[src/pps_cfg.svh]
// pps_cfg.svh: offsets, field positions and timing constants of the
// power-state controller. Assumes a 100 MHz mclk.
`ifndef PPS_CFG_SVH
`define PPS_CFG_SVH

// configuration-space byte offsets
`define PPS_OFF_BAR_CSR   8'h10
`define PPS_OFF_BAR_MEM   8'h14
`define PPS_OFF_BAR_IO    8'h18
`define PPS_OFF_PMC       8'hDE
`define PPS_OFF_PM_CONTROL_STATUS     8'hE0
`define PPS_OFF_DRIVER_PM_REGISTER      8'hE2
`define PPS_OFF_STAT      8'hE4

// pm_control_status fields
`define PPS_PM_CONTROL_STATUS_ST_LO   0
`define PPS_PM_CONTROL_STATUS_ST_HI   1
`define PPS_PM_CONTROL_STATUS_PME_EN  8
`define PPS_PM_CONTROL_STATUS_PME_ST  15
`define PPS_ST_D0         2'h0
`define PPS_ST_D1         2'h1
`define PPS_ST_D2         2'h2
`define PPS_ST_D3         2'h3

// driver_pm_register field
`define PPS_DRIVER_PM_REGISTER_DEEP_EN  0

// power_mgmt_capability: base value arbitrary, aux bit set by strap
`define PPS_PMC_BASE      16'h0002
`define PPS_PMC_AUX_BIT   15

// timing
`define PPS_CLK_NS        10
`define PPS_IDLE_NS       500
`define PPS_IDLE_CYC      (`PPS_IDLE_NS / `PPS_CLK_NS)
`define PPS_IDLE_W        6
`define PPS_POR_WIN_CYC   5'h10
`define PPS_POR_W         5

// synchroniser reset image: alt,iso,brst,aux,link,wake,clkrun
`define PPS_SYNC_RST      7'h71

`endif

[src/pps_pkg.sv]
// pps_pkg: types of the power-state controller.
// Assumes pps_cfg.svh for all numeric constants.
package pps_pkg;
   typedef enum logic [2:0] {
      PPS_D0U, PPS_D0A, PPS_D1, PPS_D2, PPS_D3
   } pps_state_e;
endpackage : pps_pkg

[src/pps_ctrl.sv]
// pps_ctrl: power-state, wake, strap and isolation control of a bus
// network controller, reached through configuration-space accesses.
// Assumes pins are asynchronous; cfg and local requests are on mclk.
`include "pps_cfg.svh"

module pps_ctrl (
   // clock and reset
   input  wire logic        mclk,
   input  wire logic        rst_n,
   // pins, asynchronous
   input  wire logic        alternate_por_n,
   input  wire logic        isolate_n,
   input  wire logic        bus_rst_n,
   input  wire logic        flash_addr_line_one,
   input  wire logic        link_valid,
   input  wire logic        wake_pkt,
   input  wire logic        clkrun_n_in,
   // configuration access
   input  wire logic        cfg_rd,
   input  wire logic        cfg_wr,
   input  wire logic [7:0]  cfg_addr,
   input  wire logic [15:0] cfg_wdata,
   output logic      [15:0] cfg_rdata,
   output logic             cfg_ack,
   // local requests
   input  wire logic        bus_idle,
   input  wire logic        master_req,
   input  wire logic        intr_req,
   // bus side
   output logic             master_gnt,
   output logic             intr_out,
   output logic             bus_oe_n,
   output logic             clkrun_n_out,
   output logic             clkrun_oe_n,
   output logic             pme_n_out,
   output logic             pme_oe_n,
   // link side
   output logic             link_keep,
   output logic             link_deep_pd,
   output logic             standby,
   output logic             dev_init
);
   logic [6:0]            sync_q;
   logic                  alt_s, iso_s, brst_s, aux_s, link_s;
   logic                  wake_s, clkrun_s;
   logic                  iso_d_r, brst_d_r, link_d_r;
   logic                  init_r, full_init_r;
   logic                  por_win_r;
   logic [`PPS_POR_W-1:0] por_cnt_r;
   logic                  aux_r;
   pps_pkg::pps_state_e   state_r, state_nxt;
   logic [1:0]            st_field_r;
   logic                  pme_en_r, pme_st_r, deep_en_r;
   logic                  wake_ev, acc_ok, wr_pm_control_status;
   logic [`PPS_IDLE_W-1:0] idle_cnt_r;
   logic                  standby_r;
   logic                  low_pwr, link_down_deep, no_wake;

   pps_sync #(.W(7), .RST_VAL(`PPS_SYNC_RST)) u_sync (
      .mclk  (mclk),
      .rst_n (rst_n),
      .d     ({alternate_por_n, isolate_n, bus_rst_n,
               flash_addr_line_one, link_valid, wake_pkt, clkrun_n_in}),
      .q     (sync_q)
   );
   assign {alt_s, iso_s, brst_s, aux_s, link_s, wake_s, clkrun_s} = sync_q;

   function automatic logic is_bar(input logic [7:0] a);
      is_bar = (a == `PPS_OFF_BAR_CSR) || (a == `PPS_OFF_BAR_MEM) ||
               (a == `PPS_OFF_BAR_IO);
   endfunction : is_bar

   always_ff @(posedge mclk or negedge rst_n) begin
      if (!rst_n) begin
         iso_d_r  <= 1'b1;
         brst_d_r <= 1'b1;
         link_d_r <= 1'b0;
      end else begin
         iso_d_r  <= iso_s;
         brst_d_r <= brst_s;
         link_d_r <= link_s;
      end
   end

   // internal initialisation; bus reset only counts when not isolated
   always_ff @(posedge mclk or negedge rst_n) begin
      if (!rst_n) begin
         init_r      <= 1'b1;
         full_init_r <= 1'b1;
      end else begin
         full_init_r <= !alt_s;
         init_r <= !alt_s
                 || (iso_s && iso_d_r && !brst_s
                     && state_r != pps_pkg::PPS_D3)
                 || (iso_s && iso_d_r && brst_s && !brst_d_r
                     && state_r == pps_pkg::PPS_D3)
                 || (iso_s && !iso_d_r);
      end
   end

   // strap window: open at power-on and on alternate reset
   always_ff @(posedge mclk or negedge rst_n) begin
      if (!rst_n) begin
         por_cnt_r <= `PPS_POR_WIN_CYC;
         por_win_r <= 1'b1;
      end else if (full_init_r) begin
         por_cnt_r <= `PPS_POR_WIN_CYC;
         por_win_r <= 1'b1;
      end else if (por_cnt_r != '0) begin
         por_cnt_r <= por_cnt_r - 1'b1;
      end else begin
         por_win_r <= 1'b0;
      end
   end

   // strap is caught by clock, never by the async reset itself
   always_ff @(posedge mclk or negedge rst_n) begin
      if (!rst_n) begin
         aux_r <= 1'b0;
      end else if (por_win_r) begin
         aux_r <= aux_s;
      end
   end

   // accesses need the bus present and no reset pending
   assign acc_ok   = iso_s && !init_r;
   assign wr_pm_control_status = acc_ok && cfg_wr && cfg_addr == `PPS_OFF_PM_CONTROL_STATUS;

   // power state from written field plus base register history
   always_comb begin
      state_nxt = state_r;
      if (wr_pm_control_status) begin
         case (cfg_wdata[`PPS_PM_CONTROL_STATUS_ST_HI:`PPS_PM_CONTROL_STATUS_ST_LO])
            `PPS_ST_D1: state_nxt = pps_pkg::PPS_D1;
            `PPS_ST_D2: state_nxt = pps_pkg::PPS_D2;
            `PPS_ST_D3: state_nxt = pps_pkg::PPS_D3;
            default:    state_nxt = (state_r == pps_pkg::PPS_D0U) ?
                                    pps_pkg::PPS_D0U : pps_pkg::PPS_D0A;
         endcase
      end else if (acc_ok && cfg_wr && is_bar(cfg_addr)
                   && state_r == pps_pkg::PPS_D0U) begin
         state_nxt = pps_pkg::PPS_D0A;
      end
   end

   always_ff @(posedge mclk or negedge rst_n) begin
      if (!rst_n) begin
         state_r <= pps_pkg::PPS_D0U;
      end else if (init_r) begin
         state_r <= pps_pkg::PPS_D0U;
      end else begin
         state_r <= state_nxt;
      end
   end

   always_ff @(posedge mclk or negedge rst_n) begin
      if (!rst_n) begin
         st_field_r <= `PPS_ST_D0;
      end else if (init_r) begin
         st_field_r <= `PPS_ST_D0;
      end else if (wr_pm_control_status) begin
         st_field_r <= cfg_wdata[`PPS_PM_CONTROL_STATUS_ST_HI:`PPS_PM_CONTROL_STATUS_ST_LO];
      end
   end

   assign low_pwr = state_r == pps_pkg::PPS_D2
                 || state_r == pps_pkg::PPS_D3;
   assign no_wake = state_r == pps_pkg::PPS_D3 && !pme_en_r;

   // link edges count in every state but D3 with event enable clear; packets only in sleep states
   // link edges masked in the strap window: the sync leaves its reset image
   assign wake_ev = !no_wake
                 && ((link_s != link_d_r && !por_win_r)
                     || (wake_s && link_s
                         && state_r != pps_pkg::PPS_D0U
                         && state_r != pps_pkg::PPS_D0A));

   // event enable survives ordinary init while it is set
   always_ff @(posedge mclk or negedge rst_n) begin
      if (!rst_n) begin
         pme_en_r <= 1'b0;
      end else if (full_init_r || (init_r && !pme_en_r)) begin
         pme_en_r <= 1'b0;
      end else if (wr_pm_control_status) begin
         pme_en_r <= cfg_wdata[`PPS_PM_CONTROL_STATUS_PME_EN];
      end
   end

   // sticky status: set wins over write-one-to-clear
   always_ff @(posedge mclk or negedge rst_n) begin
      if (!rst_n) begin
         pme_st_r <= 1'b0;
      end else if (full_init_r || (init_r && !pme_en_r)) begin
         pme_st_r <= 1'b0;
      end else if (wake_ev) begin
         pme_st_r <= 1'b1;
      end else if (wr_pm_control_status && cfg_wdata[`PPS_PM_CONTROL_STATUS_PME_ST]) begin
         pme_st_r <= 1'b0;
      end
   end

   always_ff @(posedge mclk or negedge rst_n) begin
      if (!rst_n) begin
         deep_en_r <= 1'b0;
      end else if (full_init_r || (init_r && !pme_en_r)) begin
         deep_en_r <= 1'b0;
      end else if (acc_ok && cfg_wr && cfg_addr == `PPS_OFF_DRIVER_PM_REGISTER) begin
         deep_en_r <= cfg_wdata[`PPS_DRIVER_PM_REGISTER_DEEP_EN];
      end
   end

   // register reads; all registers stay reachable in every state
   always_ff @(posedge mclk or negedge rst_n) begin
      if (!rst_n) begin
         cfg_rdata <= '0;
         cfg_ack   <= 1'b0;
      end else begin
         cfg_ack   <= acc_ok && (cfg_rd || cfg_wr);
         cfg_rdata <= '0;
         if (acc_ok && cfg_rd) begin
            case (cfg_addr)
               `PPS_OFF_PMC: begin
                  cfg_rdata <= `PPS_PMC_BASE;
                  cfg_rdata[`PPS_PMC_AUX_BIT] <= aux_r;
               end
               `PPS_OFF_PM_CONTROL_STATUS: begin
                  cfg_rdata[`PPS_PM_CONTROL_STATUS_ST_HI:`PPS_PM_CONTROL_STATUS_ST_LO]
                     <= st_field_r;
                  cfg_rdata[`PPS_PM_CONTROL_STATUS_PME_EN] <= pme_en_r;
                  cfg_rdata[`PPS_PM_CONTROL_STATUS_PME_ST] <= pme_st_r;
               end
               `PPS_OFF_DRIVER_PM_REGISTER:
                  cfg_rdata[`PPS_DRIVER_PM_REGISTER_DEEP_EN] <= deep_en_r;
               `PPS_OFF_STAT:
                  cfg_rdata[2:0] <= state_r;
               default:
                  cfg_rdata <= '0;
            endcase
         end
      end
   end

   // standby: hidden from software, timed on local idleness
   always_ff @(posedge mclk or negedge rst_n) begin
      if (!rst_n) begin
         idle_cnt_r <= '0;
         standby_r  <= 1'b0;
      end else if (state_r != pps_pkg::PPS_D0A || !bus_idle) begin
         idle_cnt_r <= '0;
         standby_r  <= 1'b0;
      end else if (idle_cnt_r
                   != `PPS_IDLE_W'(`PPS_IDLE_CYC - 1)) begin
         idle_cnt_r <= idle_cnt_r + 1'b1;
      end else begin
         standby_r  <= 1'b1;
      end
   end
   assign standby = standby_r;

   // consecutive idle cycles counted for the checks, saturating
   logic [`PPS_IDLE_W-1:0] chk_idle_r;
   always_ff @(posedge mclk or negedge rst_n) begin
      if (!rst_n) begin
         chk_idle_r <= '0;
      end else if (state_r != pps_pkg::PPS_D0A || !bus_idle) begin
         chk_idle_r <= '0;
      end else if (chk_idle_r != '1) begin
         chk_idle_r <= chk_idle_r + 1'b1;
      end
   end

   // clock claimed only while busy; idle lets host stop it
   assign clkrun_n_out = 1'b0;
   assign clkrun_oe_n  = !(iso_s && state_r == pps_pkg::PPS_D0A
                           && !standby_r && clkrun_s);

   // mastering and interrupts only in active full power
   assign master_gnt = master_req && iso_s
                    && state_r == pps_pkg::PPS_D0A;
   assign intr_out   = intr_req && iso_s && !init_r
                    && state_r == pps_pkg::PPS_D0A;
   assign bus_oe_n   = !iso_s;

   // event output is open drain and ignores isolation
   assign pme_n_out = 1'b0;
   assign pme_oe_n  = !(pme_st_r && pme_en_r);

   // link: deep mode drops idles and pulses entirely
   assign link_down_deep = low_pwr && !link_s && deep_en_r;
   assign link_deep_pd   = link_down_deep || no_wake;
   assign link_keep      = !link_deep_pd;
   assign dev_init       = init_r;
endmodule : pps_ctrl

[src/pps_sync.sv]
// pps_sync: two-flop synchroniser for a vector of pin inputs.
// Assumes each bit is an independent level.
module pps_sync #(
   parameter int         W       = 1,
   parameter logic [W-1:0] RST_VAL = '0
) (
   // clock and reset
   input  wire logic         mclk,
   input  wire logic         rst_n,
   // levels
   input  wire logic [W-1:0] d,
   output logic      [W-1:0] q
);
   logic [W-1:0] meta_r;

   always_ff @(posedge mclk or negedge rst_n) begin
      if (!rst_n) begin
         meta_r <= RST_VAL;
         q      <= RST_VAL;
      end else begin
         meta_r <= d;
         q      <= meta_r;
      end
   end
endmodule : pps_sync

[config.mk]
export PLATFORM = sky130hd
export DESIGN_NAME = pps_ctrl
export DESIGN_NICKNAME = d
export VERILOG_FILES = /design/src/pps_pkg.sv /design/src/pps_ctrl.sv /design/src/pps_sync.sv
export VERILOG_INCLUDE_DIRS = /design/src
export SDC_FILE = /design/constraint.sdc
export NUM_CORES = 1
export LEC_CHECK = 0
export CORE_UTILIZATION = 30
export CTS_CLUSTER_SIZE = 16
export DETAILED_ROUTE_END_ITERATION = 8
export DONT_BUFFER_PORTS = 1
export SYNTH_ARGS = -nofsm -noshare
export SYNTH_HDL_FRONTEND = slang
export SYNTH_SLANG_ARGS = --single-unit
[constraint.sdc]
create_clock -name mclk -period 1.5 [get_ports mclk]
set_input_delay 0.075 -clock mclk [delete_from_list [all_inputs] [get_ports mclk]]
set_output_delay 0.075 -clock mclk [all_outputs]
set_load 0.02 [all_outputs]
==> flow_summary.yaml, run 1 <==
layout:
  area_delta_synth_final_pct: 28.6
  antenna_cells: 0
  drive_above_1_share_pct: 29.9
  final_common_cell: "dfrtp_1"
  final_nets: 277
  layout.cells.non_filler: 330
  mostFrequentLayoutCells: "33 x dfrtp_1, 17 x nor2_1, 15 x nand2_1, 15 x dlygate4sd3_1, 14 x dfstp_2"
job:
  maxCapViolations: 0
status:
  status: "completed"
synthesis:
  synthAdderAreaFrac_pct: 3.48
  ys.warnings.count: 0
  async_flop_share_pct: 100
  synth.avg_cell_area_sq_um: 11.0
  synth_top_family_by_area: "simple AND/OR/NAND/NOR gates"
  synth-compound-area-share_pct: 8.34
  synth_xor_area_share_pct: 2.43
  synth.area.mux_share_pct: 3.36
  synth-seq-cells: 47
  synth_ff_type: "dfrtp_1"
  yosysSeqAreaShare_pct: 55.3
  syn_area_sq_um: 2160
  synth-simple-area-share_pct: 19.6
  synth-edff-count: 0
  syn_inst: 196
  synth.distinct_cells: 48
place:
  portBuffers: 0
  gp_congestion: 0.771
  dp.cells: 303
  place_hpwl_mm: 3.03
  pre_cts_ws_ns: -0.0537
clock_tree:
  clkSlewWorstSetupHoldPaths_ns: 0.09
  cts_tree: "done"
  clock_latency_ns: 0.29
  htreeDepth: 2
  cts.sinks: 47
  cts_buffer_depth: 2
  cts_buffers: 5
  clock_tree.root_cell: "clkbuf_8"
critical_path:
  worst_path_max_delay_cell: "dfstp_2"
  reg2regPathDepth: 6
  reg2reg_slack_ns: 0.02
  cpMostUsedCell: "buf_6"
  r2r-start: "dev_init"
  rr_endpoint: "state_r[0]"
  crit_type: "reg2reg"
  path_cells: "buf_6 > nor2_4 > buf_6 > buf_4 > o2111a_2 > o21a_1"
  critPathCaptureType: "flip-flop"
  required_ns: 1.68
  cp-start-kind: "flip-flop"
  critPathMaxStageDelay_ns: 0.58
  arrival_ns: 1.67
  cp_max_fo: 8
route:
  drc_errors: 0
  drt-initial-drc-count: 78
  finalWirelength_mm: 4.34
  wire_per_inst_um: 13.2
  num_vias: 1453
  vias_per_cell: 4.40
  final_antenna_net_count: 0
  first_pass_iters: 4
power:
  p_leak_nw: 1.21
  vdd_drop_max_mv: 0.593
  powerDensity_nw_per_um2: 1030
floorplanning:
  core_sq_um: 6870
  row_count: 30
  initial_core_util_pct: 31.4
  dieArea_sq_um: 7540
  die_w_um: 86.8
  die_h_um: 86.8
  io_pins: 66
grt:
  antenna_found_initial: 0
  grt_pass1_wl_mm: 7.04
  grt_pass1_vias: 1477
  overflow: 0
  grt_max_degree: 48
  grt_usage_pct: 12.4
timing:
  max_clock_freq_mhz: 673
  finalCritPeriodShare_pct: 99.0
  skew_ns: 0.00636
  finalSetupViolCount: 0
  rsz0062_at_grt: "true"
  fin_setup_tns_ns: 0
  hold_viol: 0
  setup_slack_ns: 0.0151
  period_needed_ns: 1.48
  drv_slew: 0
min_path:
  holdPathEnd: "cfg_ack"
  min_path_type: "in2reg"
  hold_depth: 2
  hold_start: "cfg_rd"
registers in the layout (all words and copies together), names as in the netlist, 2 cells and up:
| name | flops |
|---|---|
| u_sync.meta_r | 7 |
| u_sync.q | 7 |
| idle_cnt_r | 6 |
| cfg_rdata | 5 |
| por_cnt_r | 5 |
| state_r | 3 |
| st_field_r | 2 |
worst max-delay path by stage:
stage / startpoint / end / cells past startpoint
after floorplan: state_r[1] / state_r[2] / 5
after global placement: u_sync.q[5] / pme_en_r / 4
after detailed placement: u_sync.q[5] / pme_en_r / 4
after CTS: u_sync.q[5] / intr_out / 5
after global routing: state_r[2] / state_r[1] / 4
final: dev_init / state_r[0] / 6
metrics by stage:
stage | utilization [%] | power (mW) | cell area (sq um) | hold WS, ns
finish | 40.4 | 2.85 | 2780 | 0.0281
global route | 40.4 | 3.01 | 2780 | 0.0362
CTS | 39.3 | 2.88 | 2700 | 0.0130
detailed placement | 33.7 | 1.84 | 2320 | -0.219
global placement | 33.7 | 1.82 | 2320 | -0.219
floorplan | - | 1.77 | 2200 | -0.221
layer usage:
layer / part of all wire (%) / global-route usage [%] / vias to the layer above
li1: - / - / 715
met1: 47 / 16.6 / 687
met2: 45 / 19.3 / 49
met3: 7.6 / 4.19 / 2
met4: 0.32 / 3.18 / 0
met5: 0 / 0 / -
synthesized netlist by cell type (2+ instances only):
cell / count / area share [%]
nand2_1: 15 / 2.6
xor2_1: 3 / 1.2
nand3b_1: 2 / 0.70
nor2b_1: 5 / 1.4
a21oi_1: 4 / 0.93
and3_1: 2 / 0.58
ha_1: 6 / 3.5
dfrtp_1: 33 / 38
nor3_1: 8 / 1.9
xnor2_1: 3 / 1.2
nor2_1: 23 / 4.0
a211oi_1: 2 / 0.70
a31oi_1: 2 / 0.58
buf_4: 14 / 4.9
dfstp_2: 14 / 17
nand3_1: 3 / 0.70
a21o_1: 3 / 1.0
o21ai_0: 4 / 0.93
nand2b_1: 4 / 1.2
nand4_1: 2 / 0.58
mux2i_1: 5 / 2.3
o21ai_1: 2 / 0.46
or3_1: 2 / 0.58
inv_1: 10 / 1.7
mux2_2: 2 / 1.0
area by class of cell:
class	instances	area [sq um]
Multi-Input combinational cell	135	967
Clock inverter	2	35.0
Fill cell	688	4090
Timing Repair Buffer	34	339
Clock buffer	6	82.6
Inverter	10	40.0
Tap cell	96	120
Sequential cell	47	1190
cells by family after synthesis:
kind of cell               Yosys count
adders and majority gates            6
other                                1
buffers and inverters               26
AOI/OAI and AO/OA                   25
xor gates and xnor gates             6
muxes                                7
DFF                                 47
and+or+nand+nor                     78
report_power, final:
part / total [mW] / switching (mW) / internal (mW) / leakage [nW]
logic: 0.431 / 0.215 / 0.217 / 0.559
registers: 1.48 / 0.0883 / 1.39 / 0.585
clock network: 0.938 / 0.399 / 0.539 / 0.0612
total: 2.85 / 0.702 / 2.15 / 1.21
worst max-delay path, delay by kind of cell, from the launching register on:
family,cells,cell delay (ns)
flops,1,0.58
buf+inv,3,0.41
compound gates,2,0.33
simple gates,1,0.05
repair_timing:
| action | 4_1_cts | 5_1_grt |
|---|---|---|
| endpoints found under the setup margin | 11 | 16 |
| setup buffers | 3 | 0 |
| hold endpoints to repair | 63 | 0 |
| gates cloned | 0 | 0 |
| resized for setup | 17 | 19 |
| hold buffers | 16 | 0 |
| pin swaps | 5 | 7 |
Power figures use the tool's default switching activity.
==> run 2: changes to the inputs <==
--- a/config.mk
+++ b/config.mk
@@ -12,4 +12,5 @@
 export DONT_BUFFER_PORTS = 1
 export SYNTH_ARGS = -nofsm -noshare
 export SYNTH_HDL_FRONTEND = slang
+export SYNTH_HIERARCHICAL = 1
 export SYNTH_SLANG_ARGS = --single-unit
==> run 2 against run 1 <==
  * The run now ends with negative setup slack left
  * Worst setup slack got worse by 0.019 ns
  * Global-route usage rose by 0.30 points
  * Synthesized area fell by 0.35%
  * Die area fell by 0.35%
  * Largest power group unchanged
  * Design area is 0.14% lower
  * Core utilization decreased by 0.055 points
  * First-iteration DRC count rose by 5.1%
  * Maximum frequency shrank 1.2%
  * Non-clock buffer count increased by 2
  * Combinational power fell by 5.3%
==> flow_summary.yaml, run 2 <==
power:
  vdd_drop_max_mv: 0.522
  powerDensity_nw_per_um2: 938
  p_int_mw: 1.92
  p_switching_mw: 0.679
  p_leak_nw: 1.20
  clkPwrFrac_pct: 27.5
  seq_power_share_pct: 56.8
  power_mw: 2.60
  pwr-share-comb_pct: 15.7
  sw_frac_of_total_pct: 26.1
route:
  wire_per_inst_um: 13.1
  num_vias: 1482
  first_pass_iters: 4
  vias_per_cell: 4.49
  final_antenna_net_count: 0
  finalWirelength_mm: 4.33
  drc_errors: 0
  drt-initial-drc-count: 82
critical_path:
  cp_max_fo: 3
  r2r-start: "state_r[2]"
  crit_type: "reg2reg"
  reg2regPathDepth: 4
  cp-start-kind: "flip-flop"
  reg2reg_slack_ns: -0.004
  rr_endpoint: "state_r[2]"
  cp-endpoint: "state_r[2]"
  critPathCaptureType: "flip-flop"
  arrival_ns: 1.69
  required_ns: 1.69
  cp-startpoint: "state_r[2]"
grt:
  antenna_found_initial: 0
  grt_usage_pct: 12.7
  grt_max_degree: 48
  grt_pass1_wl_mm: 7.28
  grt_pass1_vias: 1485
  overflow: 0
synthesis:
  yosysSeqAreaShare_pct: 55.5
  syn_inst: 194
  async_flop_share_pct: 100
  synth-edff-count: 0
  synthTopCellsByArea: "dfrtp_1 38%, dfstp_2 17%, buf_4 5.2%, nor2_1 3.7%, ha_1 3.5%"
  synth_most_common_cell: "dfrtp_1"
  synth.distinct_cells: 47
  synth_ff_type: "dfrtp_1"
  synthTopCellsByCount: "33 x dfrtp_1, 21 x nor2_1, 15 x buf_4, 14 x dfstp_2, 14 x nand2_1"
  syn_area_sq_um: 2150
  ys.warnings.count: 6
  synth.avg_cell_area_sq_um: 11.1
  yosysTopAreaCellShare_pct: 38.4
  synth-seq-cells: 47
  synth_top_area_cell: "dfrtp_1"
floorplanning:
  row_count: 30
  io_pins: 66
  die_w_um: 86.7
  dieArea_sq_um: 7520
  initial_core_util_pct: 31.3
  die_h_um: 86.7
  core_sq_um: 6870
timing:
  period_needed_ns: 1.50
  setup_slack_ns: -0.00360
  finalSetupViolCount: 1
  skew_ns: 0.0115
  max_clock_freq_mhz: 665
  drv_slew: 0
  hold_viol: 0
  rsz0062_at_grt: "true"
  hold_ws_ns: 0.0355
  finalCritPeriodShare_pct: 100
clock_tree:
  cts.sinks: 47
  cts_buffer_depth: 2
  clock_tree.root_cell: "clkbuf_8"
  clock_latency_ns: 0.30
  htreeDepth: 2
  cts_buffers: 5
  cts_tree: "done"
  clkSlewWorstSetupHoldPaths_ns: 0.08
layout:
  antenna_cells: 0
  nFillCells: 664
  seq_area_sq_um: 1190
  final_common_cell: "dfrtp_1"
  mostFrequentLayoutCells: "33 x dfrtp_1, 18 x nor2_1, 17 x dlygate4sd3_1"
  drive_above_1_share_pct: 29.5
  utilization_pct: 40.4
  final_nets: 277
  area_delta_synth_final_pct: 28.9
  reg_top3: "u_sync/meta_r x7, u_sync/q x7, idle_cnt_r x6"
  multi_input_area_sq_um: 991
job:
  maxCapViolations: 0
status:
  status: "complete, but fails checks"
  violations: "negative setup slack"
place:
  portBuffers: 0
  place_hpwl_mm: 3.03
  gp_congestion: 0.753
min_path:
  min_path_type: "in2reg"
[run 2: kinds of logic after synthesis]
| family | synth area share (%) |
|---|---|
| simple gates | 18.8 |
| fa+ha+maj | 3.49 |
| other cells | 0.174 |
| xor+xnor | 2.04 |
| mux | 3.37 |
| compound gates | 9.13 |
| buf+inv | 7.50 |
| flops | 55.5 |
[run 2: power by group through the flow]
| stage | sequential [mW] | clock, mW | combinational (mW) |
|---|---|---|---|
| 2_1_floorplan | 1.48 | 0 | 0.288 |
| 3_3_place_gp | 1.49 | 0 | 0.320 |
| 3_5_place_dp | 1.49 | 0 | 0.328 |
| 4_1_cts | 1.47 | 0.755 | 0.406 |
| 5_1_grt | 1.50 | 0.804 | 0.466 |
| 6_report | 1.48 | 0.716 | 0.408 |
[run 2: worst max-delay path, cell delays in order (launching register included)]
cell	delay, ns
dfrtp_1	0.41
or3_4	0.41
o41ai_2	0.22
o2111a_2	0.29
o21ai_1	0.07
[run 2: final cells by class]
cell class / instances / area share (%)
flip-flops and latches: 47 / 43.0
repair buffers: 36 / 12.7
well taps: 96 / 4.33
clock buffers: 8 / 2.89
inverters: 10 / 1.35
multi-input cells: 133 / 35.7
[run 2: routing by layer]
| layer | wire, um | GRT usage (%) |
|---|---|---|
| met5 | 0 | 0 |
| met4 | 60 | 4.09 |
| met3 | 251 | 4.19 |
| met2 | 2000 | 19.2 |
| met1 | 2010 | 17.2 |
[run 2: how the worst min path moves through the flow]
stage                           start            to  slack [ns]  depth (start not counted)
final                     cfg_addr[1]  cfg_rdata[0]        0.04                          3
after global routing      cfg_addr[1]  cfg_rdata[0]        0.06                          3
after CTS                 cfg_addr[1]  cfg_rdata[0]        0.02                          3
after detailed placement        rst_n       standby       -0.22                          0
after global placement          rst_n       standby       -0.22                          0
after floorplan                 rst_n         aux_r       -0.22                          0
[run 2: through the flow]
step / instance area (sq um) / instances / setup WS (ns) / setup TNS, ns
after floorplan: 2200 / 206 / 0.0420 / 0
after CTS: 2690 / 329 / -0.0117 / -0.0155
final: 2770 / 330 / -0.00360 / -0.00360
after global placement: 2310 / 301 / -0.0490 / -0.107
after detailed placement: 2310 / 301 / -0.148 / -0.837
after global routing: 2770 / 330 / -0.0681 / -0.520
[run 2: repair_timing]
action                     in CTS  in global routing
hold buffers                   18                  0
pin swaps                       6                  9
setup endpoints to repair      13                 16
hold endpoints to repair       63                  0
gates resized for setup        26                 16
setup buffers                   2                  1
